[src/verilog/hcd_regs.vh]
`ifndef HCD_REGS_VH
`define HCD_REGS_VH
// Sensor code width and commutation step count
`define HCD_HALL_W 3
`define HCD_STEPS 6
// Step index meaning an invalid sensor code
`define HCD_STEP_NONE 3'h7
// Speed code ceiling for 10 percent steps
`define HCD_SPEED_MAX_STEP 4'h9
// Duty scale: full scale counts per PWM period
`define HCD_DUTY_FULL 7'h64
`define HCD_DUTY_STEP 7'h0a
// PWM period in clock cycles
`define HCD_PWM_PERIOD 32'h64
`endif

[src/verilog/hcd_hall_commutation_decoder.v]
// Overview of operation
// - Sensor code changes every 60 electrical degrees; drive step follows each change.
// - Valid 60 and 120 degree forward code orders are exactly the listed six.
// - 300 and 240 degree codes are reversed orders, so they run opposite.
// - Phasing high plus direction high drives a 60 degree motor forward.
// - Each valid position enables one top and one bottom of different phases.
// - Phasing select high (open) gives 60/300, low gives 120/240.
// - Positions are electrical degrees: mechanical times poles over two.
// - Speed codes 0000 to 1001 give 0 to 90 percent on-time, 10 percent steps.
// - Speed codes 1010 to 1111 give full on-time.
// - Invalid sensor codes turn every drive off.
// - Enable low turns every drive off.
// - Current limit asserted turns every drive off.
// - Top drives active low, bottom drives active high.
`timescale 1ns/100ps
`include "hcd_regs.vh"
module hcd_hall_commutation_decoder #(
  parameter PWM_PERIOD = `HCD_PWM_PERIOD
) (
  // Clock and reset
  input wire clk_sys,
  input wire rst_n,
  // Hall sensors
  input wire hall_input_a,
  input wire hall_input_b,
  input wire hall_input_c,
  // Control
  input wire phasing_sel_60,
  input wire rotation_direction,
  input wire drive_enable,
  input wire current_limit,
  input wire undervoltage,
  input wire [3:0] speed_code,
  // Top drives, active low
  output reg top_drive_a,
  output reg top_drive_b,
  output reg top_drive_c,
  // Bottom drives, active high
  output reg bottom_drive_a,
  output reg bottom_drive_b,
  output reg bottom_drive_c,
  // Status
  output reg [2:0] rotor_step,
  output reg pwm_on,
  output reg hall_edge
);

////////////////////////////////////////////////////////////////////////////////
// Sensor synchroniser
reg [2:0] hall_meta_q;
reg [2:0] hall_sync_q;
reg [2:0] hall_prev_q;
always @(posedge clk_sys or negedge rst_n)
begin
  if (!rst_n)
  begin
    hall_meta_q <= 3'h0;
    hall_sync_q <= 3'h0;
    hall_prev_q <= 3'h0;
  end
  else
  begin
    hall_meta_q <= {hall_input_a, hall_input_b, hall_input_c};
    hall_sync_q <= hall_meta_q;
    hall_prev_q <= hall_sync_q;
  end
end

////////////////////////////////////////////////////////////////////////////////
// Start-up guard
// The synchroniser resets to 000, which reads as a valid 60 degree sector;
// drives and edge pulses wait until real samples have reached every stage.
reg [1:0] fill_q;
wire primed = (fill_q == 2'h3);
always @(posedge clk_sys or negedge rst_n)
begin
  if (!rst_n)
    fill_q <= 2'h0;
  else if (!primed)
    fill_q <= fill_q + 2'h1;
  else
    fill_q <= fill_q;
end

////////////////////////////////////////////////////////////////////////////////
// Position decode: step 0..5 in forward order, 7 when invalid
// Step counts electrical 60 degree sectors, so pole count never enters
reg [2:0] step_d;
always @*
begin
  step_d = `HCD_STEP_NONE;
  if (phasing_sel_60)
  begin
    case (hall_sync_q)
      3'b100: step_d = 3'h0;
      3'b110: step_d = 3'h1;
      3'b111: step_d = 3'h2;
      3'b011: step_d = 3'h3;
      3'b001: step_d = 3'h4;
      3'b000: step_d = 3'h5;
      default: step_d = `HCD_STEP_NONE;
    endcase
  end
  else
  begin
    case (hall_sync_q)
      3'b101: step_d = 3'h0;
      3'b100: step_d = 3'h1;
      3'b110: step_d = 3'h2;
      3'b010: step_d = 3'h3;
      3'b011: step_d = 3'h4;
      3'b001: step_d = 3'h5;
      default: step_d = `HCD_STEP_NONE;
    endcase
  end
end

////////////////////////////////////////////////////////////////////////////////
// Step to phase pair; reverse shifts by three sectors, swapping top and bottom.
// A 300/240 motor walks the table backward, hence runs reversed.
reg [2:0] top_on;
reg [2:0] bot_on;
reg [2:0] eff_step;
always @*
begin
  top_on = 3'h0;
  bot_on = 3'h0;
  eff_step = step_d;
  if (!rotation_direction && step_d != `HCD_STEP_NONE)
    eff_step = (step_d >= 3'h3) ? step_d - 3'h3 : step_d + 3'h3;
  case (eff_step)
    3'h0:
    begin
      top_on = 3'b100;
      bot_on = 3'b010;
    end
    3'h1:
    begin
      top_on = 3'b100;
      bot_on = 3'b001;
    end
    3'h2:
    begin
      top_on = 3'b010;
      bot_on = 3'b001;
    end
    3'h3:
    begin
      top_on = 3'b010;
      bot_on = 3'b100;
    end
    3'h4:
    begin
      top_on = 3'b001;
      bot_on = 3'b100;
    end
    3'h5:
    begin
      top_on = 3'b001;
      bot_on = 3'b010;
    end
    default:
    begin
      top_on = 3'h0;
      bot_on = 3'h0;
    end
  endcase
end

////////////////////////////////////////////////////////////////////////////////
// Speed code PWM
// Counter is seven bits wide; periods above 128 would need a wider one
localparam [31:0] PERIOD_LAST = PWM_PERIOD - 32'h1;
reg [6:0] pwm_cnt_q;
reg [6:0] duty;
always @*
begin
  if (speed_code > `HCD_SPEED_MAX_STEP)
    duty = `HCD_DUTY_FULL;
  else
    duty = {3'h0, speed_code} * `HCD_DUTY_STEP;
end

always @(posedge clk_sys or negedge rst_n)
begin
  if (!rst_n)
    pwm_cnt_q <= 7'h0;
  else if (pwm_cnt_q == PERIOD_LAST[6:0])
    pwm_cnt_q <= 7'h0;
  else
    pwm_cnt_q <= pwm_cnt_q + 7'h1;
end

////////////////////////////////////////////////////////////////////////////////
// Registered drives; one gating term blocks every off condition except invalid sensor codes at once
wire run = primed && drive_enable && !current_limit && !undervoltage;
wire pwm_d = (duty == `HCD_DUTY_FULL) || (pwm_cnt_q < duty);
always @(posedge clk_sys or negedge rst_n)
begin
  if (!rst_n)
  begin
    top_drive_a <= 1'b1;
    top_drive_b <= 1'b1;
    top_drive_c <= 1'b1;
    bottom_drive_a <= 1'b0;
    bottom_drive_b <= 1'b0;
    bottom_drive_c <= 1'b0;
    rotor_step <= `HCD_STEP_NONE;
    pwm_on <= 1'b0;
    hall_edge <= 1'b0;
  end
  else
  begin
    top_drive_a <= !(run && top_on[2]);
    top_drive_b <= !(run && top_on[1]);
    top_drive_c <= !(run && top_on[0]);
    bottom_drive_a <= run && pwm_d && bot_on[2];
    bottom_drive_b <= run && pwm_d && bot_on[1];
    bottom_drive_c <= run && pwm_d && bot_on[0];
    rotor_step <= primed ? step_d : `HCD_STEP_NONE;
    pwm_on <= pwm_d;
    hall_edge <= primed && (hall_sync_q != hall_prev_q);
  end
end

endmodule // hcd_hall_commutation_decoder

[config.mk]
export PLATFORM = sky130hd
export DESIGN_NAME = hcd_hall_commutation_decoder
export DESIGN_NICKNAME = d
export VERILOG_FILES = /design/src/verilog/hcd_hall_commutation_decoder.v
export VERILOG_INCLUDE_DIRS = /design/src /design/src/verilog
export SDC_FILE = /design/constraint.sdc
export NUM_CORES = 1
export LEC_CHECK = 0
export BUFFER_PORTS_ARGS = -buffer_cell sky130_fd_sc_hd__clkbuf_2
export CAP_MARGIN = 10
export CORE_ASPECT_RATIO = 1.5
export CORE_MARGIN = 2
export CORE_UTILIZATION = 36
export CTS_BUF_LIST = sky130_fd_sc_hd__clkbuf_2 sky130_fd_sc_hd__clkbuf_4 sky130_fd_sc_hd__clkbuf_8
export DETAILED_ROUTE_END_ITERATION = 10
export PLACE_DENSITY_LB_ADDON = 0.12
export SETUP_SLACK_MARGIN = 0.3
export SLEW_MARGIN = 40
export SYNTH_ARGS = -nofsm -noshare
export SYNTH_HDL_FRONTEND = slang
export SYNTH_SLANG_ARGS = --single-unit
[constraint.sdc]
create_clock -name clk_sys -period 3.6 [get_ports clk_sys]
set_clock_uncertainty 0.05 [all_clocks]
set_input_delay 0.18 -clock clk_sys [delete_from_list [all_inputs] [get_ports clk_sys]]
set_output_delay 0.18 -clock clk_sys [all_outputs]
set_load 0.05 [all_outputs]
# Word level (Yosys, flattened, before mapping)
# Cells that the tools add are included.
# op_classes
reduce_logical,27
add_sub_neg,4
shift,0
n_eq_ne,17
muxes,10
n_mul,1
n_bitwise,0
n_lt_le_gt_ge,3
div,0
# op_table
operator,n
3-bit one-hot mux with 6 select lines,2
3-bit == test (second input constant),6
3-bit one-hot mux with 3 select lines,2
7-bit == test (second input constant),2
7-bit two-way mux,2
3-bit by 2-bit == test with 1-bit output (second input constant),4
1-bit logical AND,12
3-bit two-way mux,4
2-bit OR reduction,6
7-bit by 1-bit adder with 7-bit output (second input constant),1
7-bit less-than comparator,1
3-bit by 1-bit == test with 1-bit output (second input constant),2
1-bit zero test,6
3-bit zero test,2
4-bit by 3-bit multiplier with 6-bit output (second input constant),1
4-bit > comparator (second input constant),1
3-bit by 2-bit adder with 3-bit output (second input constant),1
3-bit by 2-bit >= comparator with 1-bit output (second input constant),1
3-bit inequality test,1
3-bit inequality test (second input constant),1
3-bit by 2-bit subtractor with 3-bit output (second input constant),1
2-bit by 1-bit adder with 2-bit output (second input constant),1
2-bit == test (second input constant),1
1-bit logical OR,1
# totals
output_inout_bits,11
reg_bits,29
memories,0
romBits,0
latch_bits,0
word_cells,76
ramBits,0

# Depth between registers and ports, before layout
# Gate-level depths: netlist (run 1).
# depth
depth_word,11
ltp_mapped,11

# Worst setup path after synthesis (run 1)
# No wires, ideal clock.
# synth_path
path_type,register to register
start,register hall_sync_q[2]
end,register bottom_drive_a
setup_slack_ns,0.711
setup_time_ns,0.094
stages_incl_launch_ff,12
required_ns,3.456
t_arrival_ns,2.745
n_path_buf,0
path_cell_list,dfrtp_1 > inv_1 > maj3_1 > o21ai_1 > inv_1 > ha_1 > ha_1 > a211oi_2 > xnor2_1 > mux2i_1 > or3b_1 > a221oi_2
# synth_between
elab_chain_len,10
elab_cells_between_ends,29
classes_between,add/sub: 2; order compare: 1; eq/ne: 13; mux: 6; reduce/logical: 7
# synth_lines
element,line_no,rtl
start: declaration,hcd_hall_commutation_decoder.v:51,reg [2:0] hall_sync_q;
start signal: assignment,hcd_hall_commutation_decoder.v:64,hall_sync_q <= hall_meta_q;
"3-bit by 1-bit == test with 1-bit output, or another cell as far along","hcd_hall_commutation_decoder.v:94, hcd_hall_commutation_decoder.v:106",
3-bit one-hot mux with 6 select lines (on tied branches),"hcd_hall_commutation_decoder.v:106, hcd_hall_commutation_decoder.v:94",
3-bit two-way mux *,hcd_hall_commutation_decoder.v:92,if (phasing_sel_60)
"3-bit by 2-bit adder with 3-bit output, or another cell as far along",hcd_hall_commutation_decoder.v:130,eff_step = (step_d >= 3'h3) ? step_d - 3'h3 : step_d + 3'h3;
3-bit two-way mux or 1-bit logical AND (tied branches),-,
3-bit two-way mux *,hcd_hall_commutation_decoder.v:129,if (!rotation_direction && step_d != `HCD_STEP_NONE)
"3-bit == test, or another cell as far along",hcd_hall_commutation_decoder.v:131,case (eff_step)
2-bit OR reduction (no source line),-,
3-bit one-hot mux with 3 select lines *,hcd_hall_commutation_decoder.v:131,
1-bit logical AND *,hcd_hall_commutation_decoder.v:217,bottom_drive_a <= run && pwm_d && bot_on[2];
end signal: assignment,hcd_hall_commutation_decoder.v:217,
end: declaration,hcd_hall_commutation_decoder.v:39,"output reg bottom_drive_a,"
# Every way passes the cells marked *; elsewhere a longest branch is shown, timed or not.
# A chain may end at the register's enable or synchronous reset.

# Worst setup path in the final report (run 1)
# Same ends and word-level chain as after synthesis.

==> flow_metrics.py, run 1 <==
metrics = {
    "status": {
        "status": "finished clean",
    },
    "synthesis": {
        "synth_cells": 138,
        "synthTopCellsByArea": "dfrtp_1, ha_1, dfstp_2, xnor2_1, xor2_1",
        "ys_seq_area_share_pct": 48.3,
        "synth_top_cell_area_share_pct": 38.0,
        "synth_edf_count": 0,
        "syn_area_um2": 1520,
        "syn_area_per_cell_um2": 11.0,
        "syn_nets": 167,
        "async_reset_ff_share_pct": 100,
        "synth_ff_type": "dfrtp_1",
        "yosys.area.top_type": "dfrtp_1",
        "synth-seq-cells": 29,
        "yosysUniqueCellTypes": 40,
        "yosysWarnings": 0,
    },
    "setup_path": {
        "cp-startpoint": "hall_sync_q[2]",
        "ff2ff_path_depth": 11,
        "cp.required_ns": 3.74,
        "r2r-start": "hall_sync_q[2]",
        "reg2reg_slack_ns": 0.51,
        "cp-start-kind": "flip-flop",
        "r2r_end": "bottom_drive_a",
        "cp_max_fo": 6,
        "critPathKind": "flip-flop to flip-flop",
        "end_kind": "flip-flop",
        "arrival_ns": 3.23,
    },
    "hold_path": {
        "hold_path.class": "input pin to flip-flop",
        "min_path_cells": 3,
        "min_from": "drive_enable",
        "hold-path-endpoint": "bottom_drive_a",
    },
    "route": {
        "vias_per_cell": 4.98,
        "drt_iter0_drc": 10,
        "vias": 1080,
        "final_antenna_net_count": 0,
        "detail_route.wirelength_mm": 2.82,
        "drt-pass1-iter-count": 3,
        "wl_per_cell_um": 13.0,
        "drc": 0,
    },
    "sta": {
        "worstMarginPinSlew_ns": 0.634,
        "setup_viol": 0,
        "relSlewSlack_pct": 57.7,
        "drv_slew": 0,
        "finalCriticalPeriod_ns": 3.09,
        "fin_crit_sh_pct": 85.9,
        "fmax_ghz": 0.323,
        "grt_setup_unrepaired": "no",
        "hold_viol": 0,
        "tns_ns": 0,
    },
    "die": {
        "pin_count": 25,
        "rows": 28,
        "die_area_um2": 4760,
        "die_w_um": 57.0,
        "start_util_pct": 38.0,
        "dieHeight_um": 83.5,
        "coreArea_um2": 3990,
    },
    "finish": {
        "nets": 200,
        "area_growth_pct": 22.2,
        "antenna_cells": 0,
        "utilization_pct": 46.4,
        "drive_gt1_share_pct": 27.3,
        "stdcell_area_um2": 1850,
    },
    "clock_network": {
        "ctsHtreeMaxLevel": 2,
        "cts_root_buf": "clkbuf_8",
        "tritoncts": "yes",
        "numCtsBuffers": 5,
        "clk-insertion-delay-late_ns": 0.28,
        "clkSlewWorstSetupHoldPaths_ns": 0.06,
        "clock-sinks": 29,
        "cts_max_path_buffers": 2,
    },
    "pwr": {
        "pwr-share-comb_pct": 18.4,
        "intPower_mw": 0.626,
        "seqPwrFrac_pct": 40.7,
        "switching_share_pct": 27.1,
        "ir_drop_mv": 0.322,
        "p_clk_share_pct": 40.9,
        "cellPowerDensity_nw_per_um2": 464,
        "p_leak_nw": 0.864,
        "switchingPower_mw": 0.233,
    },
    "global_routing": {
        "grt_pass1_vias": 1135,
        "gr-total-overflow": 0,
        "grt_max_degree": 30,
        "grt_pass1_wl_mm": 5.06,
        "track_usage_pct": 13.8,
        "grt_antenna_before_repair": 0,
    },
    "place": {
        "detailed_place_hpwl_mm": 2.18,
        "place_congestion": 0.734,
        "portBuffers": 24,
        "place_area_um2": 1690,
    },
    "run": {
        "drv_cap": 0,
    },
}
[Yosys cell counts (2+ instances only)]
| cell | instances |
|---|---|
| xor2_1 | 5 |
| dfstp_2 | 6 |
| inv_1 | 11 |
| mux2_2 | 2 |
| o21a_1 | 2 |
| xnor2_1 | 6 |
| o21ai_0 | 7 |
| nor3_1 | 3 |
| and3_1 | 3 |
| dfrtp_1 | 23 |
| ha_1 | 14 |
| nand3_1 | 5 |
| clkbuf_1 | 2 |
| nand3b_1 | 2 |
| nand2_1 | 9 |
| nor2_1 | 9 |
| and4_1 | 2 |
| a21oi_1 | 5 |
[flip-flops by register name, summed over array words and instances (netlist names)]
signal / count
hall_sync_q: 3
pwm_cnt_q: 7
bottom_drive_c: 1
hall_meta_q: 3
pwm_on: 1
hall_edge: 1
fill_q: 2
hall_prev_q: 3
rotor_step: 3
top_drive_a: 1
bottom_drive_b: 1
bottom_drive_a: 1
top_drive_c: 1
top_drive_b: 1
[per-stage QoR]
step | cells | power (mW) | setup slack (ns) | hold slack [ns]
floorplan | 138 | 0.468 | 0.711 | -0.166
global placement | 205 | 0.505 | 0.528 | 0.213
detailed placement | 205 | 0.510 | 0.401 | 0.222
CTS | 217 | 0.871 | 0.378 | 0.184
global route | 217 | 0.905 | 0.304 | 0.203
finish | 217 | 0.860 | 0.508 | 0.189
[cell usage in the layout (no fill, tap or decap), types with 2 or more instances in the layout]
cell           synthesis  layout
a21oi_1                5       5
and3_1                 3       3
and4_1                 2       2
clkbuf_2               0      23
clkbuf_8               0       6
dfrtp_1               23      23
dfstp_2                6       6
dlygate4sd3_1          0       4
ha_1                  14      14
inv_1                 11      11
mux2_2                 2       2
nand2_1                9       9
nand3_1                5       5
nand3b_1               2       2
nor2_1                 9       9
nor3_1                 3       3
o21a_1                 2       2
o21ai_0                7       7
xnor2_1                6       6
xor2_1                 5       5
[per-layer routing]
metal | vias up | wire (um) | GRT usage [%]
li1 | 545 | - | -
met1 | 511 | 1100 | 13.3
met2 | 17 | 1560 | 25.9
met3 | 7 | 86 | 2.79
met4 | 0 | 76 | 7.61
met5 | - | 0 | 0
[how the worst max path moves through the flow]
stage	cells after the start	slack (ns)	endpoint
after floorplan	11	0.71	bottom_drive_a
after global placement	11	0.53	bottom_drive_a
after detailed placement	11	0.40	bottom_drive_a
after CTS	11	0.38	bottom_drive_a
after global routing	11	0.30	bottom_drive_a
final	11	0.51	bottom_drive_a
[cells by family after synthesis]
logic type      count (synthesis)  synth area share [%]
simple gates                   40                  13.8
mux                             3                  2.15
xor+xnor                       12                  7.43
fa+ha+maj                      16                  13.5
flops                          29                  48.3
compound gates                 25                  11.6
buf+inv                        13                  3.22
[cell type report]
cell class	instances	area (um2)
fill	383	2140
multi-input combinational	96	742
sequential	29	733
timing repair buffer	28	160
clock buffer	6	82.6
tap	45	56.3
inverter	11	41.3
clock inverter	2	37.5
[worst max-delay path, stage by stage (launching register included)]
cell	delay, ns
dfrtp_1	0.40
inv_1	0.13
maj3_1	0.37
o21ai_2	0.21
inv_1	0.07
ha_1	0.22
ha_1	0.20
a211oi_2	0.30
xnor2_1	0.13
mux2i_2	0.28
or3b_1	0.40
a221oi_2	0.23
[power by group through the flow]
stage | clock [mW] | combinational, mW | sequential (mW)
finish | 0.352 | 0.158 | 0.350
global route | 0.377 | 0.177 | 0.351
CTS | 0.363 | 0.158 | 0.350
detailed placement | 0 | 0.154 | 0.356
global placement | 0 | 0.150 | 0.356
floorplan | 0 | 0.0827 | 0.385
[repair_timing]
item / 4_1_cts / 5_1_grt
hold buffers: 4 / 0
resized for setup: 0 / 2
setup endpoints to repair: 0 / 1
buffers inserted: 0 / 0
endpoints found under the hold margin: 26 / 0
Power figures use the tool's default switching activity.
==> run 2, diff against run 1 <==
--- a/config.mk
+++ b/config.mk
@@ -6,6 +6,7 @@
 export SDC_FILE = /design/constraint.sdc
 export NUM_CORES = 1
 export LEC_CHECK = 0
+export ABC_AREA = 1
 export BUFFER_PORTS_ARGS = -buffer_cell sky130_fd_sc_hd__clkbuf_2
 export CAP_MARGIN = 10
 export CORE_ASPECT_RATIO = 1.5
==> flow_metrics.py, run 2 <==
metrics = {
    "sta": {
        "hold_viol": 0,
        "finalCriticalPeriod_ns": 2.37,
        "fmax_ghz": 0.422,
        "drv_slew": 0,
        "worstMarginPinSlew_ns": 0.658,
        "relSlewSlack_pct": 56.2,
        "tns_ns": 0,
        "whs_ns": 0.124,
        "fin_crit_sh_pct": 65.8,
        "grt_setup_unrepaired": "no",
        "setup_viol": 0,
    },
    "route": {
        "vias_per_cell": 4.90,
        "detail_route.wirelength_mm": 3.09,
        "drt_iter0_drc": 21,
        "vias": 1303,
        "final_antenna_net_count": 0,
        "wl_per_cell_um": 11.6,
        "drt-pass1-iter-count": 7,
        "drc": 3,
    },
    "status": {
        "violations": "design-rule violations",
        "status": "finished, violations left",
    },
    "pwr": {
        "power_mw": 0.871,
        "ir_drop_mv": 0.399,
        "cellPowerDensity_nw_per_um2": 443,
        "p_leak_nw": 1.01,
    },
    "synthesis": {
        "synthTopCellsByArea": "dfrtp_1, ha_1, dfstp_2, nand2_1, inv_1",
        "async_reset_ff_share_pct": 100,
        "synth_common_cells": "nand2_1, inv_1, dfrtp_1",
        "synth_ff_type": "dfrtp_1",
        "syn_area_um2": 1630,
        "yosysUniqueCellTypes": 33,
        "synth_cells": 183,
        "yosysWarnings": 0,
        "ys_seq_area_share_pct": 45.0,
        "syn_area_per_cell_um2": 8.90,
        "synth_top_cell_area_share_pct": 35.3,
        "yosys.area.top_type": "dfrtp_1",
        "yosysMostFrequentCell": "nand2_1",
        "synth_edf_count": 0,
        "synth-seq-cells": 29,
        "syn_nets": 212,
    },
    "place": {
        "detailed_place_hpwl_mm": 2.53,
        "place_congestion": 0.811,
        "portBuffers": 24,
    },
    "die": {
        "rows": 30,
        "dieHeight_um": 86.4,
        "start_util_pct": 36.8,
        "die_area_um2": 5090,
        "die_w_um": 58.9,
        "coreArea_um2": 4430,
        "pin_count": 25,
    },
    "finish": {
        "seq_area_um2": 733,
        "utilization_pct": 44.4,
        "multiInputGateArea_um2": 786,
        "area_growth_pct": 20.6,
        "final_cell_mix": "nand2_1, inv_1, dfrtp_1, clkbuf_2, ha_1",
        "antenna_cells": 0,
        "drive_gt1_share_pct": 28.4,
        "num-fill-cells": 453,
        "regMostFlops": "pwm_cnt_q",
        "largest_reg_flops": 7,
        "mostFrequentLayoutCell": "nand2_1",
        "nets": 246,
    },
    "clock_network": {
        "ctsResizeCount": 0,
        "tritoncts": "yes",
        "clkSlewWorstSetupHoldPaths_ns": 0.06,
        "ctsHtreeMaxLevel": 2,
        "clk-insertion-delay-late_ns": 0.27,
        "clock-sinks": 29,
        "cts_root_buf": "clkbuf_8",
        "cts_max_path_buffers": 2,
        "numCtsBuffers": 5,
    },
    "setup_path": {
        "cp_slowest_cell": "dfrtp_1",
        "cp_slowest_stage_delay_ns": 0.48,
        "timing.critical_path.mode_cell": "nand2_1",
        "cp_max_fo": 7,
        "arrival_ns": 2.48,
        "path_cells": "or2_4, o211ai_1, nand2_1, inv_1, ha_1, ha_1, nor2_2, inv_1, nand4_1, nand2_1, nand3_1, nand2_1, nand2_1, nor2_1",
        "end_kind": "flip-flop",
        "critPathKind": "flip-flop to flip-flop",
        "cp-start-kind": "flip-flop",
        "ff2ff_path_depth": 14,
        "cp.required_ns": 3.71,
        "reg2reg_slack_ns": 1.23,
        "r2r_end": "bottom_drive_a",
        "r2r-start": "hall_sync_q[0]",
    },
    "hold_path": {
        "min_from": "undervoltage",
        "min_path_cells": 3,
        "hold-path-endpoint": "top_drive_b",
        "hold_path.class": "input pin to flip-flop",
    },
    "global_routing": {
        "grt_antenna_before_repair": 0,
        "grt_max_degree": 30,
        "grt_pass1_vias": 1296,
        "grt_pass1_wl_mm": 5.33,
        "gr-total-overflow": 0,
        "track_usage_pct": 13.8,
    },
    "run": {
        "drv_cap": 0,
    },
}
## run 2: logic make-up (layout without fill, tap and decap cells)
| group | Yosys count | count (layout) | share of synthesized area [%] |
|---|---|---|---|
| fa+ha+maj | 15 | 15 | 12.0 |
| flops | 29 | 29 | 45.0 |
| mux | 1 | 1 | 0.691 |
| compound gates | 17 | 17 | 6.99 |
| simple gates | 88 | 88 | 26.4 |
| buf+inv | 29 | 64 | 6.76 |
| xor+xnor | 4 | 4 | 2.15 |
## run 2: stage by stage
stage / instances / setup WS, ns / area (um2)
finish: 266 / 1.23 / 1960
global route: 266 / 0.984 / 1960
global placement: 254 / 1.08 / 1800
floorplan: 183 / 1.43 / 1630
CTS: 266 / 1.25 / 1960
detailed placement: 254 / 1.03 / 1800
## run 2: final cells by class
| cell class | count | area share, % |
|---|---|---|
| Timing Repair Buffer | 28 | 8.15 |
| Multi-Input combinational cell | 125 | 40.0 |
| Inverter | 28 | 5.35 |
| Sequential cell | 29 | 37.3 |
| Clock buffer | 7 | 4.59 |
| Tap cell | 48 | 3.06 |
| Clock inverter | 1 | 1.53 |
## run 2: worst max path at each step
stage / start / to / slack, ns / depth (start not counted)
after CTS: hall_sync_q[0] / bottom_drive_a / 1.25 / 14
after global routing: hall_sync_q[0] / bottom_drive_c / 0.98 / 13
after detailed placement: speed_code[3] / bottom_drive_c / 1.03 / 15
after global placement: speed_code[3] / bottom_drive_c / 1.08 / 15
final: hall_sync_q[0] / bottom_drive_a / 1.23 / 14
after floorplan: speed_code[1] / bottom_drive_a / 1.43 / 14
## run 2: worst max-delay path, delay by kind of cell (launching register included)
family	cells	cell delay (ns)
flip-flops	1	0.48
buffers and inverters	2	0.23
AND/OR/NAND/NOR	9	0.97
AO/OA/AOI/OAI	1	0.12
adder cells (fa/ha/maj)	2	0.39
## run 2: what timing repair did
item                      CTS  global route
hold endpoints to repair   26             0
buffers inserted            0             0
hold buffers                4             0
## run 2: per-layer routing
metal | vias up | part of all wire (%) | track usage, %
met4 | 0 | 1.6 | 6.20
li1 | 657 | - | -
met2 | 19 | 55 | 25.1
met1 | 622 | 40 | 14.7
met3 | 5 | 2.9 | 2.99
met5 | - | 0 | 0
## run 2: power by group
part           total, mW  switching [mW]  leakage [nW]  internal (mW)
Sequential         0.350         0.00709         0.330          0.343
Combinational      0.175           0.118         0.620         0.0568
Clock              0.347           0.114        0.0619          0.233
Total              0.871           0.239          1.01          0.632
==> run 3, diff against run 2 <==
==> constraint.sdc (replaced) <==
create_clock -name clk_sys -period 2.3 [get_ports clk_sys]
set_clock_uncertainty 0.05 [all_clocks]
set_input_delay 0.115 -clock clk_sys [delete_from_list [all_inputs] [get_ports clk_sys]]
set_output_delay 0.115 -clock clk_sys [all_outputs]
set_load 0.05 [all_outputs]
==> flow_metrics.py, run 3 (same netlist as run 2, synthesis figures left out) <==
metrics = {
    "setup_path": {
        "arrival_ns": 2.26,
        "cp-startpoint": "hall_sync_q[2]",
        "r2r-start": "hall_sync_q[2]",
        "end_kind": "flip-flop",
        "reg2reg_slack_ns": 0.19,
        "cp-start-kind": "flip-flop",
        "cp.required_ns": 2.45,
        "r2r_end": "bottom_drive_b",
        "critPathKind": "flip-flop to flip-flop",
        "cp-endpoint": "bottom_drive_b",
        "cp_max_fo": 6,
        "ff2ff_path_depth": 14,
    },
    "clock_network": {
        "cts_max_path_buffers": 2,
        "clkSlewWorstSetupHoldPaths_ns": 0.06,
        "clk-insertion-delay-late_ns": 0.28,
        "tritoncts": "yes",
        "cts_root_buf": "clkbuf_8",
        "numCtsBuffers": 5,
        "ctsHtreeMaxLevel": 2,
        "clock-sinks": 29,
    },
    "pwr": {
        "power_mw": 1.42,
        "ir_drop_mv": 0.367,
        "cellPowerDensity_nw_per_um2": 635,
        "p_leak_nw": 1.11,
    },
    "finish": {
        "final_cell_mix": "nand2_1, clkbuf_2, buf_4",
        "largest_reg_flops": 7,
        "fin_cells": 287,
        "mostFrequentLayoutCell": "nand2_1",
        "drive_gt1_share_pct": 44.8,
        "utilization_pct": 50.7,
        "antenna_cells": 0,
        "area_growth_pct": 37.8,
        "regMostFlops": "pwm_cnt_q",
        "nets": 267,
    },
    "global_routing": {
        "grt_pass1_vias": 1440,
        "gr-total-overflow": 0,
        "grt_antenna_before_repair": 0,
        "grt_max_degree": 30,
        "track_usage_pct": 15.0,
        "grt_pass1_wl_mm": 5.76,
    },
    "route": {
        "drt-pass1-iter-count": 7,
        "drc": 3,
        "final_antenna_net_count": 0,
        "drt_iter0_drc": 23,
        "vias": 1384,
        "detail_route.wirelength_mm": 3.33,
        "vias_per_cell": 4.82,
        "wl_per_cell_um": 11.6,
    },
    "sta": {
        "worstMarginPinSlew_ns": 0.720,
        "fmax_ghz": 0.474,
        "relSlewSlack_pct": 52.0,
        "hold_viol": 0,
        "fin_crit_sh_pct": 91.6,
        "tns_ns": 0,
        "fin_ws_ns": 0.192,
        "setup_viol": 0,
        "drv_slew": 0,
        "grt_setup_unrepaired": "yes",
        "finalCriticalPeriod_ns": 2.11,
    },
    "die": {
        "start_util_pct": 36.8,
        "die_area_um2": 5090,
        "dieHeight_um": 86.4,
        "rows": 30,
        "die_w_um": 58.9,
        "pin_count": 25,
        "coreArea_um2": 4430,
    },
    "place": {
        "place_congestion": 0.864,
        "dp.cells": 256,
        "detailed_place_hpwl_mm": 2.45,
        "place_ws_ns": 0.0132,
        "portBuffers": 24,
    },
    "status": {
        "status": "finished, violations left",
        "violations": "design-rule violations",
    },
    "hold_path": {
        "min_from": "undervoltage",
        "hold_path.class": "input pin to flip-flop",
    },
    "run": {
        "drv_cap": 0,
    },
}
-- run 3: cell types whose count changed in the layout (fill, tap and decap cells not counted), moves of 2 or more --
cell | before | now
inv_1 | 24 | 20
ha_1 | 14 | 8
dfrtp_1 | 23 | 20
nand2_2 | 9 | 16
nand3_4 | 0 | 3
nand3_1 | 11 | 9
buf_4 | 0 | 21
dfrtp_2 | 0 | 3
inv_2 | 3 | 6
ha_4 | 0 | 5
nand2_1 | 41 | 34
-- run 3: per-layer routing --
| metal | wire [um] | GRT usage [%] |
|---|---|---|
| met1 | 1240 | 14.7 |
| met2 | 1880 | 27.7 |
| met3 | 132 | 3.58 |
| met4 | 77 | 8.26 |
| met5 | 0 | 0 |
-- run 3: final cells by class --
class,count,area [um2]
Clock buffer,6,76.3
Sequential cell,29,737
Multi-Input combinational cell,125,911
Timing Repair Buffer,49,318
Tap cell,48,60.1
Fill cell,420,2180
Inverter,28,108
Clock inverter,2,35.0
-- run 3: worst min path at each step --
stage / slack (ns) / end / depth (start not counted)
floorplan: -0.23 / bottom_drive_a / 0
global placement: 0.15 / bottom_drive_a / 1
detailed placement: 0.16 / bottom_drive_a / 1
CTS: 0.06 / top_drive_a / 3
global route: 0.08 / top_drive_b / 3
finish: 0.07 / top_drive_a / 3
-- run 3: worst max-delay path, cell delays in order, from the launching register on --
cell	delay (ns)
dfrtp_2	0.46
or2_4	0.25
o211ai_1	0.11
nand2_1	0.13
inv_2	0.08
ha_4	0.16
ha_4	0.14
nor2_4	0.05
inv_4	0.09
nand4_1	0.09
nand2_1	0.09
nand3_2	0.10
nand2_2	0.07
nand2_1	0.05
nor2_1	0.10
-- run 3: timing repair --
action                                 CTS  global route
setup endpoints to repair                6             6
hold buffers                             4             0
endpoints found under the hold margin   26             0
pin swaps                               16             6
resized for setup                       11             5
buffers inserted                        16             3
-- run 3: per-stage QoR --
step / cell area [um2] / hold WS [ns]
after floorplan: 1710 / -0.231
after global placement: 1900 / 0.154
after detailed placement: 1900 / 0.160
after CTS: 2210 / 0.0615
after global routing: 2240 / 0.0794
final: 2240 / 0.0688
-- run 3: where the power goes --
group	internal (mW)	total, mW	leakage, nW	switching [mW]
clock network	0.333	0.518	0.0586	0.185
logic	0.141	0.360	0.722	0.218
registers	0.537	0.548	0.327	0.0106
total	1.01	1.42	1.11	0.414
